[src/hw/pcrw_map.vh]
// register map, field positions and reset values of the port layer
`ifndef PCRW_MAP_VH
`define PCRW_MAP_VH
`define PCRW_AXI_AW 18
`define PCRW_AXI_WORD_LSB 2
`define PCRW_CPU_MSB 17
`define PCRW_BASE_MSB 15
`define PCRW_BASE_LSB 11
`define PCRW_BLK_MSB 10
`define PCRW_BLK_LSB 9
`define PCRW_OFS_MSB 8
`define PCRW_BLK_FREE 2'h0
`define PCRW_REGISTER_BASE_INIT_BASE_MSB 7
`define PCRW_REGISTER_BASE_INIT_BASE_LSB 3
`define PCRW_OFS_A_DATA 9'h000
`define PCRW_OFS_B_DATA 9'h001
`define PCRW_OFS_A_DIR 9'h002
`define PCRW_OFS_B_DIR 9'h003
`define PCRW_OFS_E_DATA 9'h008
`define PCRW_OFS_E_DIR 9'h009
`define PCRW_OFS_E_ASSIGN 9'h00A
`define PCRW_OFS_MODE 9'h00B
`define PCRW_OFS_PULL 9'h00C
`define PCRW_OFS_RDRV 9'h00D
`define PCRW_OFS_BASE 9'h011
`define PCRW_OFS_PWM_CTL 9'h054
`define PCRW_OFS_P_DATA 9'h056
`define PCRW_OFS_P_DIR 9'h057
`define PCRW_OFS_AD_DATA 9'h06F
`define PCRW_OFS_TMR2 9'h08D
`define PCRW_OFS_T_DATA 9'h0AE
`define PCRW_OFS_T_DIR 9'h0AF
`define PCRW_OFS_S_DATA 9'h0D6
`define PCRW_OFS_S_DIR 9'h0D7
`define PCRW_OFS_S_PD 9'h0DB
`define PCRW_OFS_L_CTL 9'h0FD
`define PCRW_OFS_L_DATA 9'h0FE
`define PCRW_OFS_L_DIR 9'h0FF
`define PCRW_MASK_E_DIR 8'hFC
`define PCRW_MASK_E_ASSIGN 8'hBC
`define PCRW_MASK_PULL 8'h13
`define PCRW_MASK_RDRV 8'h0B
`define PCRW_MASK_BASE 8'hF8
`define PCRW_MASK_PWM_CTL 8'h1F
`define PCRW_MASK_TMR2 8'hBF
`define PCRW_MASK_S_PD 8'h77
`define PCRW_MASK_L_CTL 8'h03
`define PCRW_MASK_L_PINS 8'h7F
`define PCRW_MASK_E_IN 8'h03
`define PCRW_RST_ZERO 8'h00
`define PCRW_RST_PULL 8'h10
`define PCRW_RST_BASE 8'h00
`define PCRW_PULL_ENABLE_A 0
`define PCRW_PULL_ENABLE_B 1
`define PCRW_PULL_ENABLE_CONTROL_PORT 4
`define PCRW_LOW_DRIVE_A 0
`define PCRW_LOW_DRIVE_B 1
`define PCRW_LOW_DRIVE_CONTROL_PORT 3
`define PCRW_PUPP 1
`define PCRW_RDPP 2
`define PCRW_PUPT 5
`define PCRW_RDPT 4
`define PCRW_PUPS0 0
`define PCRW_PUPS1 1
`define PCRW_PUPS2 2
`define PCRW_RDPS0 4
`define PCRW_RDPS1 5
`define PCRW_RDPS2 6
`define PCRW_L_PULL 0
`define PCRW_L_RDRV 1
`define PCRW_MODE_SHIFT 5
`define PCRW_MODE_SINGLE 2'h0
`define PCRW_MODE_PERIPH 2'h3
`define PCRW_STRAP_WAIT 2'h3
`define PCRW_RESP_OKAY 2'h0
`define PCRW_RESP_DECERR 2'h3
`endif

[src/hw/pcrw_pin_port.v]
// one port of pins: input synchroniser, direction, takeover, pull and drive
`timescale 1ns/1ps
`default_nettype none
module pcrw_pin_port #(
	parameter W = 8
) (
	// clock and reset
	input wire sys_clk,
	input wire nrst,
	// pins
	input wire [W-1:0] pin_in,
	output reg [W-1:0] pin_out_reg,
	output reg [W-1:0] pin_oe_reg,
	output reg [W-1:0] pull_on_reg,
	output reg [W-1:0] low_drive_reg,
	output reg [W-1:0] level_reg,
	// control from the register file and peripherals
	input wire [W-1:0] dir,
	input wire [W-1:0] data,
	input wire [W-1:0] claim,
	input wire [W-1:0] alt_out,
	input wire [W-1:0] alt_oe,
	input wire [W-1:0] pull_en,
	input wire [W-1:0] low_en
);
	reg [W-1:0] sync1_reg;
	reg [W-1:0] sync2_reg;
	reg [W-1:0] sync3_reg;
	wire [W-1:0] drive_next;
	wire [W-1:0] value_next;
	wire [W-1:0] agree;

	// a peripheral that claims a pin overrides the general-purpose path
	assign drive_next = (claim & alt_oe) | (~claim & dir);
	assign value_next = (claim & alt_out) | (~claim & data);
	assign agree = ~(sync2_reg ^ sync3_reg);

	always @(posedge sys_clk or negedge nrst) begin
		if (!nrst) begin
			sync1_reg <= {W{1'b0}};
			sync2_reg <= {W{1'b0}};
			sync3_reg <= {W{1'b0}};
			level_reg <= {W{1'b0}};
			pin_out_reg <= {W{1'b0}};
			pin_oe_reg <= {W{1'b0}};
			pull_on_reg <= {W{1'b0}};
			low_drive_reg <= {W{1'b0}};
		end else begin
			sync1_reg <= pin_in;
			sync2_reg <= sync1_reg;
			sync3_reg <= sync2_reg;
			level_reg <= (agree & sync2_reg) | (~agree & level_reg);
			pin_out_reg <= value_next;
			pin_oe_reg <= drive_next;
			// pull-ups only act on pins that are not driven
			pull_on_reg <= pull_en & ~drive_next;
			low_drive_reg <= low_en;
		end
	end
endmodule
`default_nettype wire

[src/hw/pcrw_top.v]
// port layer and relocatable register window behind an axi4-lite slave
//
// Implementation choice: the AXI4-Lite register port.
`timescale 1ns/1ps
`default_nettype none
`include "pcrw_map.vh"
module pcrw_top #(
	parameter NPORT = 8,
	parameter PW = 8
) (
	// clock and reset
	input wire sys_clk,
	input wire nrst,
	// axi4-lite write channels
	input wire [`PCRW_AXI_AW-1:0] s_axi_awaddr,
	input wire s_axi_awvalid,
	output reg s_axi_awready,
	input wire [31:0] s_axi_wdata,
	input wire [3:0] s_axi_wstrb,
	input wire s_axi_wvalid,
	output reg s_axi_wready,
	output reg [1:0] s_axi_bresp,
	output reg s_axi_bvalid,
	input wire s_axi_bready,
	// axi4-lite read channels
	input wire [`PCRW_AXI_AW-1:0] s_axi_araddr,
	input wire s_axi_arvalid,
	output reg s_axi_arready,
	output reg [31:0] s_axi_rdata,
	output reg [1:0] s_axi_rresp,
	output reg s_axi_rvalid,
	input wire s_axi_rready,
	// pins: a b e p t s link ad, eight bits each
	input wire [NPORT*PW-1:0] port_pin_in,
	output wire [NPORT*PW-1:0] port_pin_out,
	output wire [NPORT*PW-1:0] port_pin_oe,
	output wire [NPORT*PW-1:0] port_pull_on,
	output wire [NPORT*PW-1:0] port_low_drive,
	output wire [NPORT*PW-1:0] port_level,
	// mode strap and captured mode
	input wire [1:0] mode_pins,
	output reg [1:0] op_mode_reg,
	// peripheral functions sharing the pins
	input wire [15:0] bus_out,
	input wire [15:0] bus_oe,
	input wire [7:0] ctrl_fn_out,
	input wire [7:0] ctrl_fn_oe,
	input wire [3:0] pwm_chan_en,
	input wire [3:0] pwm_chan_out,
	input wire [7:0] timer_claim,
	input wire [7:0] timer_out,
	input wire [7:0] timer_oe,
	input wire [7:0] serial_claim,
	input wire [7:0] serial_out,
	input wire [7:0] serial_oe,
	input wire link_enable,
	input wire [6:0] link_out,
	input wire [6:0] link_oe
);
	// register file
	reg [7:0] a_data_reg;
	reg [7:0] b_data_reg;
	reg [7:0] a_dir_reg;
	reg [7:0] b_dir_reg;
	reg [7:0] e_data_reg;
	reg [7:0] e_dir_reg;
	reg [7:0] e_assign_reg;
	reg [7:0] pull_reg;
	reg [7:0] rdrv_reg;
	reg rdrv_done_reg;
	reg [7:0] base_reg;
	reg [7:0] pwm_ctl_reg;
	reg [7:0] p_data_reg;
	reg [7:0] p_dir_reg;
	reg [7:0] tmr2_reg;
	reg [7:0] t_data_reg;
	reg [7:0] t_dir_reg;
	reg [7:0] s_data_reg;
	reg [7:0] s_dir_reg;
	reg [7:0] s_pd_reg;
	reg [7:0] l_ctl_reg;
	reg [7:0] l_data_reg;
	reg [7:0] l_dir_reg;
	// strap capture
	reg [1:0] strap1_reg;
	reg [1:0] strap2_reg;
	reg [1:0] strap3_reg;
	reg [1:0] strap_cnt_reg;
	reg strap_done_reg;
	// axi holding state
	reg aw_full_reg;
	reg w_full_reg;
	reg [15:0] waddr_reg;
	reg [7:0] wbyte_reg;
	reg wlane_reg;
	reg aw_full_next;
	reg w_full_next;

	wire expanded;
	wire periph;
	wire ab_mapped;
	wire e_mapped;
	wire do_wr;
	wire wr_hit;
	wire [8:0] wr_ofs;
	wire [15:0] rd_addr;
	wire [7:0] wd;

	assign periph = (op_mode_reg == `PCRW_MODE_PERIPH);
	assign expanded = (op_mode_reg != `PCRW_MODE_SINGLE);
	assign ab_mapped = ~expanded;
	assign e_mapped = ~periph;

	// block hit: base match and inside the low 512 bytes of the region
	function in_block;
		input [15:0] a;
		begin
			in_block = (a[`PCRW_BASE_MSB:`PCRW_BASE_LSB] ==
				base_reg[`PCRW_REGISTER_BASE_INIT_BASE_MSB:`PCRW_REGISTER_BASE_INIT_BASE_LSB]) &&
				(a[`PCRW_BLK_MSB:`PCRW_BLK_LSB] == `PCRW_BLK_FREE);
		end
	endfunction

	// readback of a port data register: latch when output, pin when input
	function [7:0] port_view;
		input [7:0] dir;
		input [7:0] data;
		input [7:0] level;
		begin
			port_view = (dir & data) | (~dir & level);
		end
	endfunction

	// read multiplexer; unmapped or reserved locations give zero
	function [7:0] read_byte;
		input [8:0] ofs;
		begin
			read_byte = 8'h00;
			if (ofs == `PCRW_OFS_A_DATA) begin
				if (ab_mapped) read_byte = port_view(a_dir_reg, a_data_reg, port_level[7:0]);
			end else if (ofs == `PCRW_OFS_B_DATA) begin
				if (ab_mapped) read_byte = port_view(b_dir_reg, b_data_reg, port_level[15:8]);
			end else if (ofs == `PCRW_OFS_A_DIR) begin
				if (ab_mapped) read_byte = a_dir_reg;
			end else if (ofs == `PCRW_OFS_B_DIR) begin
				if (ab_mapped) read_byte = b_dir_reg;
			end else if (ofs == `PCRW_OFS_E_DATA) begin
				// input-only pins show their level regardless of function
				if (e_mapped) read_byte = port_view(e_dir_reg, e_data_reg, port_level[23:16]);
			end else if (ofs == `PCRW_OFS_E_DIR) begin
				if (e_mapped) read_byte = e_dir_reg;
			end else if (ofs == `PCRW_OFS_E_ASSIGN) begin
				read_byte = e_assign_reg;
			end else if (ofs == `PCRW_OFS_MODE) begin
				read_byte = {1'b0, op_mode_reg, 5'h00} ;
			end else if (ofs == `PCRW_OFS_PULL) begin
				read_byte = pull_reg;
			end else if (ofs == `PCRW_OFS_RDRV) begin
				if (e_mapped) read_byte = rdrv_reg;
			end else if (ofs == `PCRW_OFS_BASE) begin
				read_byte = base_reg;
			end else if (ofs == `PCRW_OFS_PWM_CTL) begin
				read_byte = pwm_ctl_reg;
			end else if (ofs == `PCRW_OFS_P_DATA) begin
				read_byte = port_view(p_dir_reg, p_data_reg, port_level[31:24]);
			end else if (ofs == `PCRW_OFS_P_DIR) begin
				read_byte = p_dir_reg;
			end else if (ofs == `PCRW_OFS_AD_DATA) begin
				read_byte = port_level[63:56];
			end else if (ofs == `PCRW_OFS_TMR2) begin
				read_byte = tmr2_reg;
			end else if (ofs == `PCRW_OFS_T_DATA) begin
				read_byte = port_view(t_dir_reg, t_data_reg, port_level[39:32]);
			end else if (ofs == `PCRW_OFS_T_DIR) begin
				read_byte = t_dir_reg;
			end else if (ofs == `PCRW_OFS_S_DATA) begin
				read_byte = port_view(s_dir_reg, s_data_reg, port_level[47:40]);
			end else if (ofs == `PCRW_OFS_S_DIR) begin
				read_byte = s_dir_reg;
			end else if (ofs == `PCRW_OFS_S_PD) begin
				read_byte = s_pd_reg;
			end else if (ofs == `PCRW_OFS_L_CTL) begin
				read_byte = l_ctl_reg;
			end else if (ofs == `PCRW_OFS_L_DATA) begin
				read_byte = port_view(l_dir_reg, l_data_reg, port_level[55:48]) &
					`PCRW_MASK_L_PINS;
			end else if (ofs == `PCRW_OFS_L_DIR) begin
				read_byte = l_dir_reg;
			end
		end
	endfunction

	// mode strap: three stages, caught once the last two agree after release
	always @(posedge sys_clk or negedge nrst) begin
		if (!nrst) begin
			strap1_reg <= 2'h0;
			strap2_reg <= 2'h0;
			strap3_reg <= 2'h0;
			strap_cnt_reg <= 2'h0;
			strap_done_reg <= 1'b0;
			op_mode_reg <= `PCRW_MODE_SINGLE;
		end else begin
			strap1_reg <= mode_pins;
			strap2_reg <= strap1_reg;
			strap3_reg <= strap2_reg;
			if (strap_cnt_reg != `PCRW_STRAP_WAIT) begin
				strap_cnt_reg <= strap_cnt_reg + 2'h1;
			end else if (!strap_done_reg && (strap2_reg == strap3_reg)) begin
				strap_done_reg <= 1'b1;
				op_mode_reg <= strap3_reg;
			end
		end
	end

	// axi write: address and data taken in either order, then one response
	assign do_wr = aw_full_reg && w_full_reg && !s_axi_bvalid;
	assign wr_hit = in_block(waddr_reg);
	assign wr_ofs = waddr_reg[`PCRW_OFS_MSB:0];
	assign wd = wbyte_reg;

	always @* begin
		aw_full_next = aw_full_reg;
		w_full_next = w_full_reg;
		if (s_axi_awvalid && s_axi_awready) aw_full_next = 1'b1;
		if (s_axi_wvalid && s_axi_wready) w_full_next = 1'b1;
		if (do_wr) begin
			aw_full_next = 1'b0;
			w_full_next = 1'b0;
		end
	end

	always @(posedge sys_clk or negedge nrst) begin
		if (!nrst) begin
			aw_full_reg <= 1'b0;
			w_full_reg <= 1'b0;
			s_axi_awready <= 1'b1;
			s_axi_wready <= 1'b1;
			waddr_reg <= 16'h0000;
			wbyte_reg <= 8'h00;
			wlane_reg <= 1'b0;
			s_axi_bvalid <= 1'b0;
			s_axi_bresp <= `PCRW_RESP_OKAY;
		end else begin
			aw_full_reg <= aw_full_next;
			w_full_reg <= w_full_next;
			s_axi_awready <= ~aw_full_next;
			s_axi_wready <= ~w_full_next;
			if (s_axi_awvalid && s_axi_awready)
				waddr_reg <= s_axi_awaddr[`PCRW_CPU_MSB:`PCRW_AXI_WORD_LSB];
			if (s_axi_wvalid && s_axi_wready) begin
				wbyte_reg <= s_axi_wdata[7:0];
				wlane_reg <= s_axi_wstrb[0];
			end
			if (do_wr) begin
				s_axi_bvalid <= 1'b1;
				s_axi_bresp <= wr_hit ? `PCRW_RESP_OKAY : `PCRW_RESP_DECERR;
			end else if (s_axi_bready) begin
				s_axi_bvalid <= 1'b0;
			end
		end
	end

	// register writes; reserved and unmapped locations drop the data
	always @(posedge sys_clk or negedge nrst) begin
		if (!nrst) begin
			a_data_reg <= `PCRW_RST_ZERO;
			b_data_reg <= `PCRW_RST_ZERO;
			a_dir_reg <= `PCRW_RST_ZERO;
			b_dir_reg <= `PCRW_RST_ZERO;
			e_data_reg <= `PCRW_RST_ZERO;
			e_dir_reg <= `PCRW_RST_ZERO;
			e_assign_reg <= `PCRW_RST_ZERO;
			pull_reg <= `PCRW_RST_PULL;
			rdrv_reg <= `PCRW_RST_ZERO;
			rdrv_done_reg <= 1'b0;
			base_reg <= `PCRW_RST_BASE;
			pwm_ctl_reg <= `PCRW_RST_ZERO;
			p_data_reg <= `PCRW_RST_ZERO;
			p_dir_reg <= `PCRW_RST_ZERO;
			tmr2_reg <= `PCRW_RST_ZERO;
			t_data_reg <= `PCRW_RST_ZERO;
			t_dir_reg <= `PCRW_RST_ZERO;
			s_data_reg <= `PCRW_RST_ZERO;
			s_dir_reg <= `PCRW_RST_ZERO;
			s_pd_reg <= `PCRW_RST_ZERO;
			l_ctl_reg <= `PCRW_RST_ZERO;
			l_data_reg <= `PCRW_RST_ZERO;
			l_dir_reg <= `PCRW_RST_ZERO;
		end else if (do_wr && wr_hit && wlane_reg) begin
			if (wr_ofs == `PCRW_OFS_A_DATA) begin
				if (ab_mapped) a_data_reg <= wd;
			end else if (wr_ofs == `PCRW_OFS_B_DATA) begin
				if (ab_mapped) b_data_reg <= wd;
			end else if (wr_ofs == `PCRW_OFS_A_DIR) begin
				if (ab_mapped) a_dir_reg <= wd;
			end else if (wr_ofs == `PCRW_OFS_B_DIR) begin
				if (ab_mapped) b_dir_reg <= wd;
			end else if (wr_ofs == `PCRW_OFS_E_DATA) begin
				if (e_mapped) e_data_reg <= wd;
			end else if (wr_ofs == `PCRW_OFS_E_DIR) begin
				if (e_mapped) e_dir_reg <= wd & `PCRW_MASK_E_DIR;
			end else if (wr_ofs == `PCRW_OFS_E_ASSIGN) begin
				e_assign_reg <= wd & `PCRW_MASK_E_ASSIGN;
			end else if (wr_ofs == `PCRW_OFS_PULL) begin
				pull_reg <= wd & `PCRW_MASK_PULL;
			end else if (wr_ofs == `PCRW_OFS_RDRV) begin
				if (e_mapped && !rdrv_done_reg) begin
					rdrv_reg <= wd & `PCRW_MASK_RDRV;
					rdrv_done_reg <= 1'b1;
				end
			end else if (wr_ofs == `PCRW_OFS_BASE) begin
				base_reg <= wd & `PCRW_MASK_BASE;
			end else if (wr_ofs == `PCRW_OFS_PWM_CTL) begin
				pwm_ctl_reg <= wd & `PCRW_MASK_PWM_CTL;
			end else if (wr_ofs == `PCRW_OFS_P_DATA) begin
				p_data_reg <= wd;
			end else if (wr_ofs == `PCRW_OFS_P_DIR) begin
				p_dir_reg <= wd;
			end else if (wr_ofs == `PCRW_OFS_TMR2) begin
				tmr2_reg <= wd & `PCRW_MASK_TMR2;
			end else if (wr_ofs == `PCRW_OFS_T_DATA) begin
				t_data_reg <= wd;
			end else if (wr_ofs == `PCRW_OFS_T_DIR) begin
				t_dir_reg <= wd;
			end else if (wr_ofs == `PCRW_OFS_S_DATA) begin
				s_data_reg <= wd;
			end else if (wr_ofs == `PCRW_OFS_S_DIR) begin
				s_dir_reg <= wd;
			end else if (wr_ofs == `PCRW_OFS_S_PD) begin
				s_pd_reg <= wd & `PCRW_MASK_S_PD;
			end else if (wr_ofs == `PCRW_OFS_L_CTL) begin
				l_ctl_reg <= wd & `PCRW_MASK_L_CTL;
			end else if (wr_ofs == `PCRW_OFS_L_DATA) begin
				l_data_reg <= wd & `PCRW_MASK_L_PINS;
			end else if (wr_ofs == `PCRW_OFS_L_DIR) begin
				l_dir_reg <= wd & `PCRW_MASK_L_PINS;
			end
		end
	end

	// axi read: one cycle from address handshake to data
	assign rd_addr = s_axi_araddr[`PCRW_CPU_MSB:`PCRW_AXI_WORD_LSB];

	always @(posedge sys_clk or negedge nrst) begin
		if (!nrst) begin
			s_axi_arready <= 1'b1;
			s_axi_rvalid <= 1'b0;
			s_axi_rdata <= 32'h00000000;
			s_axi_rresp <= `PCRW_RESP_OKAY;
		end else if (s_axi_arvalid && s_axi_arready) begin
			s_axi_arready <= 1'b0;
			s_axi_rvalid <= 1'b1;
			if (in_block(rd_addr)) begin
				s_axi_rdata <= {24'h000000, read_byte(rd_addr[`PCRW_OFS_MSB:0])};
				s_axi_rresp <= `PCRW_RESP_OKAY;
			end else begin
				s_axi_rdata <= 32'h00000000;
				s_axi_rresp <= `PCRW_RESP_DECERR;
			end
		end else if (s_axi_rvalid && s_axi_rready) begin
			s_axi_rvalid <= 1'b0;
			s_axi_arready <= 1'b1;
		end
	end

	// per-pin control vectors, port slots a b e p t s link ad
	wire [7:0] e_claim;
	wire [7:0] e_pull;
	wire [NPORT*PW-1:0] dir_v;
	wire [NPORT*PW-1:0] data_v;
	wire [NPORT*PW-1:0] claim_v;
	wire [NPORT*PW-1:0] alt_out_v;
	wire [NPORT*PW-1:0] alt_oe_v;
	wire [NPORT*PW-1:0] pull_v;
	wire [NPORT*PW-1:0] low_v;

	// bus strobes take control pins only in expanded modes; irq pins stay inputs
	assign e_claim = expanded ? (e_assign_reg & `PCRW_MASK_E_ASSIGN) : 8'h00;
	// pin 1 always pulled by resistor, pins 7,3,2,0 by the enable
	assign e_pull = {pull_reg[`PCRW_PULL_ENABLE_CONTROL_PORT], 3'h0, {2{pull_reg[`PCRW_PULL_ENABLE_CONTROL_PORT]}}, 1'b1,
		pull_reg[`PCRW_PULL_ENABLE_CONTROL_PORT]};

	assign dir_v = {8'h00, l_dir_reg, s_dir_reg, t_dir_reg, p_dir_reg,
		e_dir_reg & `PCRW_MASK_E_DIR, b_dir_reg, a_dir_reg};
	assign data_v = {8'h00, l_data_reg, s_data_reg, t_data_reg, p_data_reg,
		e_data_reg, b_data_reg, a_data_reg};
	assign claim_v = {8'h00, 1'b0, {7{link_enable}},
		serial_claim,
		timer_claim,
		4'h0, pwm_chan_en,
		e_claim, {16{expanded}}};
	assign alt_out_v = {8'h00, 1'b0, link_out, serial_out, timer_out,
		4'h0, pwm_chan_out, ctrl_fn_out, bus_out};
	assign alt_oe_v = {8'h00, 1'b0, link_oe, serial_oe, timer_oe,
		4'h0, {4{1'b1}}, ctrl_fn_oe, bus_oe};
	assign pull_v = {8'h00, 1'b0, {7{l_ctl_reg[`PCRW_L_PULL]}},
		{4{s_pd_reg[`PCRW_PUPS2]}}, {2{s_pd_reg[`PCRW_PUPS1]}}, {2{s_pd_reg[`PCRW_PUPS0]}},
		{8{tmr2_reg[`PCRW_PUPT]}}, {8{pwm_ctl_reg[`PCRW_PUPP]}}, e_pull,
		{8{pull_reg[`PCRW_PULL_ENABLE_B] & ~expanded}},
		{8{pull_reg[`PCRW_PULL_ENABLE_A] & ~expanded}}};
	assign low_v = {8'h00, 1'b0, {7{l_ctl_reg[`PCRW_L_RDRV]}},
		{4{s_pd_reg[`PCRW_RDPS2]}}, {2{s_pd_reg[`PCRW_RDPS1]}}, {2{s_pd_reg[`PCRW_RDPS0]}},
		{8{tmr2_reg[`PCRW_RDPT]}}, {8{pwm_ctl_reg[`PCRW_RDPP]}},
		{8{rdrv_reg[`PCRW_LOW_DRIVE_CONTROL_PORT]}}, {8{rdrv_reg[`PCRW_LOW_DRIVE_B]}},
		{8{rdrv_reg[`PCRW_LOW_DRIVE_A]}}};

	genvar gi;
	generate
		for (gi = 0; gi < NPORT; gi = gi + 1) begin : g_port
			pcrw_pin_port #(
				.W(PW)
			) u_port (
				.sys_clk(sys_clk),
				.nrst(nrst),
				.pin_in(port_pin_in[gi*PW +: PW]),
				.pin_out_reg(port_pin_out[gi*PW +: PW]),
				.pin_oe_reg(port_pin_oe[gi*PW +: PW]),
				.pull_on_reg(port_pull_on[gi*PW +: PW]),
				.low_drive_reg(port_low_drive[gi*PW +: PW]),
				.level_reg(port_level[gi*PW +: PW]),
				.dir(dir_v[gi*PW +: PW]),
				.data(data_v[gi*PW +: PW]),
				.claim(claim_v[gi*PW +: PW]),
				.alt_out(alt_out_v[gi*PW +: PW]),
				.alt_oe(alt_oe_v[gi*PW +: PW]),
				.pull_en(pull_v[gi*PW +: PW]),
				.low_en(low_v[gi*PW +: PW])
			);
		end
	endgenerate
endmodule
`default_nettype wire

[config.mk]
export PLATFORM = sky130hd
export DESIGN_NAME = pcrw_top
export DESIGN_NICKNAME = d
export VERILOG_FILES = /design/src/hw/pcrw_pin_port.v /design/src/hw/pcrw_top.v
export VERILOG_INCLUDE_DIRS = /design/src /design/src/hw
export SDC_FILE = /design/constraint.sdc
export NUM_CORES = 1
export LEC_CHECK = 0
export BUFFER_PORTS_ARGS = -buffer_cell sky130_fd_sc_hd__buf_2
export CAP_MARGIN = 10
export CORE_MARGIN = 2
export CORE_UTILIZATION = 25
export DETAILED_ROUTE_END_ITERATION = 12
export PLACE_DENSITY_LB_ADDON = 0.25
export SLEW_MARGIN = 5
export SYNTH_ARGS = -nofsm -noshare
export SYNTH_HDL_FRONTEND = slang
export SYNTH_SLANG_ARGS = --single-unit
[constraint.sdc]
create_clock -name sys_clk -period 4.99 [get_ports sys_clk]
set_clock_uncertainty 0.1 [all_clocks]
set_input_delay 0.998 -clock sys_clk [delete_from_list [all_inputs] [get_ports sys_clk]]
set_output_delay 0.998 -clock sys_clk [all_outputs]
set_load 0.1 [all_outputs]
* Word level (Yosys, flattened, before mapping) *
Index checks and enable logic that the tools add are counted.

word-level totals
  output and inout port bits = 363
  logic and storage cells = 407
  flip-flop bits (word level) = 659

cells by class
  add/subtract/negate cells = 1
  bitwise operators = 165
  equality and inequality tests = 49
  reductions and logical operators = 45
  mux-type cells = 45

operators with widths
  cell                                                  count
  bitwise AND 8 bit                                     56
  inverter 8 bit                                        33
  two-way mux 8 bit                                     28
  bitwise OR 8 bit                                      27
  equality test 9 x 8 -> 1 bit (second input constant)  18
  equality test 9 x 4 -> 1 bit (second input constant)  11
  bitwise XOR 8 bit                                     8
  equality test 9 x 7 -> 1 bit (second input constant)  7
  equality test 9 x 2 -> 1 bit (second input constant)  4
  bitwise AND 7 bit                                     4
  two-way mux 7 bit                                     4
  inverter 1 bit                                        26
  AND reduction 23 bit                                  1
  AND reduction 11 bit                                  2
  AND reduction 22 bit                                  1
  AND reduction 21 bit                                  1
  AND reduction 20 bit                                  1
  AND reduction 19 bit                                  1
  equality test 9 x 1 -> 1 bit (second input constant)  2
  equality test 9 x 5 -> 1 bit (second input constant)  2
  zero test 9 bit                                       2
  AND reduction 18 bit                                  1
  AND reduction 17 bit                                  1
  bitwise AND 8 x 7 -> 8 bit                            2
  33 further kinds                                      62

* Depth between registers and ports, before layout *
  word-level depth = 27
  depth in mapped cells = 9

* Hierarchy *
A second synthesis with hierarchy kept.

second synthesis, totals
  cells, all modules = 1773
  area, all modules = 26376.5 um^2

modules (own cells, without submodules)
  module         area each (um^2)  cells an instance  instances
  pcrw_pin_port  1971.9            104                8
  pcrw_top       10601.4           941                1

* Least setup slack after synthesis *
OpenSTA, ideal clock, no wires.

  path kind = in2reg
  start point = input port s_axi_araddr[9]
  end point = register s_axi_rdata[0]
  cell stages on the path = 8
  arrival = 2.765 ns
  data required time = 4.769 ns
  slack = 2.004 ns
  cells stage by stage = or4_1 > buf_2 > buf_2 > a2111oi_0 > nor3_1 > o21ai_0 > o2111ai_1 > a22o_1

on the way
  longest elaborated chain between the ends = 26
  elaborated cells on any way between the ends = 49
  classes of those cells = eq/ne: 23; mux: 25; reduce/logical: 1

ends and longest elaborated chain
  element                                        line            text
  start, declared                                pcrw_top.v:26   input wire [`PCRW_AXI_AW-1:0] s_axi_araddr,
  equality test 9 x 8 -> 1 bit (no source line)  --
  two-way mux 7 bit                              pcrw_top.v:187  end else if (ofs == `PCRW_OFS_L_DIR) begin
  two-way mux 7 bit                              pcrw_top.v:184  end else if (ofs == `PCRW_OFS_L_DATA) begin
  two-way mux 7 bit                              pcrw_top.v:182  end else if (ofs == `PCRW_OFS_L_CTL) begin
  two-way mux 7 bit                              pcrw_top.v:180  end else if (ofs == `PCRW_OFS_S_PD) begin
  two-way mux 8 bit                              pcrw_top.v:178  end else if (ofs == `PCRW_OFS_S_DIR) begin
  two-way mux 8 bit                              pcrw_top.v:176  end else if (ofs == `PCRW_OFS_S_DATA) begin
  two-way mux 8 bit                              pcrw_top.v:174  end else if (ofs == `PCRW_OFS_T_DIR) begin
  (+10 left out)                                 --
  two-way mux 8 bit                              pcrw_top.v:152  end else if (ofs == `PCRW_OFS_E_ASSIGN) begin
  two-way mux 8 bit                              pcrw_top.v:150  end else if (ofs == `PCRW_OFS_E_DIR) begin
  two-way mux 8 bit                              pcrw_top.v:147  end else if (ofs == `PCRW_OFS_E_DATA) begin
  two-way mux 8 bit                              pcrw_top.v:145  end else if (ofs == `PCRW_OFS_B_DIR) begin
  two-way mux 8 bit                              pcrw_top.v:143  end else if (ofs == `PCRW_OFS_A_DIR) begin
  two-way mux 8 bit                              pcrw_top.v:141  end else if (ofs == `PCRW_OFS_B_DATA) begin
  two-way mux 8 bit *                            pcrw_top.v:139  if (ofs == `PCRW_OFS_A_DATA) begin
  two-way mux 8 bit *                            pcrw_top.v:353  if (in_block(rd_addr)) begin
  end signal, assigned                           pcrw_top.v:354  s_axi_rdata <= {24'h000000, read_byte(rd_addr[`PCRW_OFS_MSB:0])};
  end, declared                                  pcrw_top.v:29   output reg [31:0] s_axi_rdata,

Mark *: on every way between the ends. The rest lies on a longest branch, timed or not.
A chain may end at the register's enable or synchronous reset.

* Worst setup path in the final report *
  start point = input port s_axi_araddr[2]
  end point = register s_axi_rdata[6]

Same word-level chain as after synthesis.

==> flow_summary.toml <==
[cells_and_area]
syn2layout_area_growth_pct = 25.19
final_net_count = 2561
multi_input_area_um2 = 7451
mostFrequentLayoutCells = "dfrtp_1 (619), buf_2 (523), mux2_2 (239), nand2_1 (147), clkbuf_16 (74)"
fillers = 9669
layout-drive-gt1-share = 0.4051
final_common_cell = "dfrtp_1"
post-route-util = 0.3162
regArea_um2 = 15600
final_cell_count_no_fill = 3619
final_area_um2 = 30040

[setup_path]
crit_path_max_fanout = 20
cp.arrival_ps = 4130
cp_slowest_cell = "a2111oi_0"
crit_path_end_kind = "flip-flop"
cp_slowest_stage_delay_ps = 880
cp-start-kind = "input port"
crit_required_ps = 5440
crit_buf_inv = 2
cp_top_family = "compound AO/OA/AOI/OAI gates"
path_cells = "buf_2 -> nand3b_1 -> nor4_1 -> a2bb2oi_1 -> a2111oi_0 -> buf_4 -> o311ai_0 -> o21ai_1"
crit_type = "in2reg"

[global_routing]
grtUsageMet2 = 0.2910
first_global_vias = 16970
grt_first_pass_wirelength_um = 121400
grt.met3_usage = 0.03358
grt-busiest-layer = "met2"
grt_use_total = 0.1702
grt_max_degree = 108
overflow = 0
grt_antenna_before_repair = 12
met1_usage = 0.2180

[sta]
period_needed_ps = 3676
max_freq_mhz = 272.0
fin_setup_tns_ps = 0
hold_violations = 0
period_share = 0.7367
rsz0062_at_grt = "false"
slew_violations = 0
finalWorstSetupSlack_ps = 1314
whs_ps = 239.9
slew_headroom = 0.2131
final-setup-viol-count = 0
worst_pin_slew_ps = 1151

[clock_network]
cts_setup_buffers = 0
cts_tree = "built"
cts_buffers = 73
clk_latency_ps = 630
cts_resized = 0
clock-root-buffer = "clkbuf_16"
cts.htree.levels = 3
cts.sinks = 623
cts_buffer_depth = 3
cts_hold_buf = 0
clkSlewWorstSetupHoldPaths_ps = 60

[detailed_routing]
ant_nets = 0
routedWlPerCell_um = 23.40
avgViaCountPerCell = 4.502
drt-total-wl_um = 84680
drc = 0
drtIter0Drc = 1036
drt_pre_antenna_iters = 5
vias = 16290

[power]
intPower_mw = 9.136
seqPwrFrac = 0.404
p_per_area_nw_per_um2 = 477.3
p_sw_mw = 5.204
power.share.combinational = 0.228
power_frac_clock = 0.368
leakagePower_nw = 14.50
vdd.ir_drop.worst_v = 0.0002638
netSwitchingFraction = 0.3629
finalPower_mw = 14.34

[synth]
syn_area_per_cell_um2 = 13.53
synth_edf_count = 0
synth_cells = 1773
syn_area_um2 = 24000
ys.flop_type = "dfrtp_1"
synth.distinct_cells = 80
synth-seq-cells = 623
synth_warnings = 0
ys_async_sr_fraction = 1.000
ys_seq_area_frac = 0.6499

[floorplanning]
fp.dieH_um = 313.8
dieArea_um2 = 98480
fp-row-count = 113
num_io_pins = 627
core_area_um2 = 95010
die_w_um = 313.8
start_util = 0.2526

[placed_design]
place_ws_ps = 727.6
place_area_um2 = 27680
place_congestion = 0.8755
numPortBuffers = 524
dp_cells = 3486
dp_hpwl_um = 64360

[run]
max_cap_viol_count = 0

[hold_path]
holdCritPathClass = "reg2reg"

[outcome]
status = "finished, final reports clean"
## synthesized netlist by cell type, drive strengths merged (10+ instances only)
cell type / count / share of area
a2111oi: 10 / 0.0036
a211oi: 11 / 0.0034
a21oi: 36 / 0.0075
a22oi: 10 / 0.0031
and3: 10 / 0.0026
buf: 133 / 0.039
clkbuf: 44 / 0.0069
dfrtp: 619 / 0.65
inv: 24 / 0.0038
maj3: 65 / 0.027
mux2: 241 / 0.11
mux2i: 23 / 0.0096
nand2: 147 / 0.023
nand3: 36 / 0.0077
nand4: 15 / 0.0039
nor2: 74 / 0.012
nor2b: 12 / 0.0031
nor3: 40 / 0.0098
nor4: 20 / 0.0091
o21ai: 44 / 0.0092
xor2: 11 / 0.0040
## worst reg2reg max path, delay by kind of cell (launching register included)
family | cells | cell delay (ps)
buffers and inverters | 2 | 460
DFF | 1 | 570
and+or+nand+nor | 5 | 1990
AOI/OAI and AO/OA | 1 | 140
## power by group through the flow
| stage | sequential, mW | combinational [mW] | clock, mW |
|---|---|---|---|
| 2_1_floorplan | 7.10 | 1.07 | 0 |
| 3_3_place_gp | 5.89 | 3.27 | 0 |
| 3_5_place_dp | 5.90 | 3.30 | 0 |
| 4_1_cts | 5.81 | 3.31 | 5.45 |
| 5_1_grt | 5.85 | 3.41 | 5.66 |
| 6_report | 5.80 | 3.27 | 5.28 |
## logic make-up after synthesis
| group | count (synthesis) | synth area share |
|---|---|---|
| AO/OA/AOI/OAI | 183 | 0.05240 |
| XOR/XNOR | 13 | 0.004745 |
| adder cells (fa/ha/maj) | 66 | 0.02763 |
| buffers and inverters | 202 | 0.05021 |
| flip-flops | 623 | 0.6499 |
| multiplexers | 264 | 0.1230 |
| other | 2 | 0.0003130 |
| AND/OR/NAND/NOR | 420 | 0.09182 |
## final timing paths
kind	to	from	slack [ps]	depth (start not counted)
max	s_axi_rdata[6]	s_axi_araddr[2]	1310	8
min	g_port[7].u_port.sync2_reg[7]	g_port[7].u_port.sync1_reg[7]	240	0
max reg2reg	s_axi_rdata[2]	s_axi_arready	1660	8
min reg2reg	g_port[7].u_port.sync2_reg[7]	g_port[7].u_port.sync1_reg[7]	240	0
max in group asynchronous	g_port[2].u_port.sync2_reg[2]	nrst	3320	2
min in group asynchronous	g_port[2].u_port.sync1_reg[5]	nrst	310	1
## routing by layer
metal,up-vias,part of all wire
met5,-,0.0014
met4,18,0.025
met3,124,0.050
met2,534,0.50
met1,8469,0.42
li1,7149,-
## final cells by class
class,instances,area share
antenna,4,0.0003332
clock buffer,105,0.06984
clock inverter,24,0.008371
inverter,25,0.003124
multi-input combinational,1012,0.2480
sequential,623,0.5191
tap,1265,0.05268
timing repair buffer,561,0.09854
(Power assumes the default switching activity.)
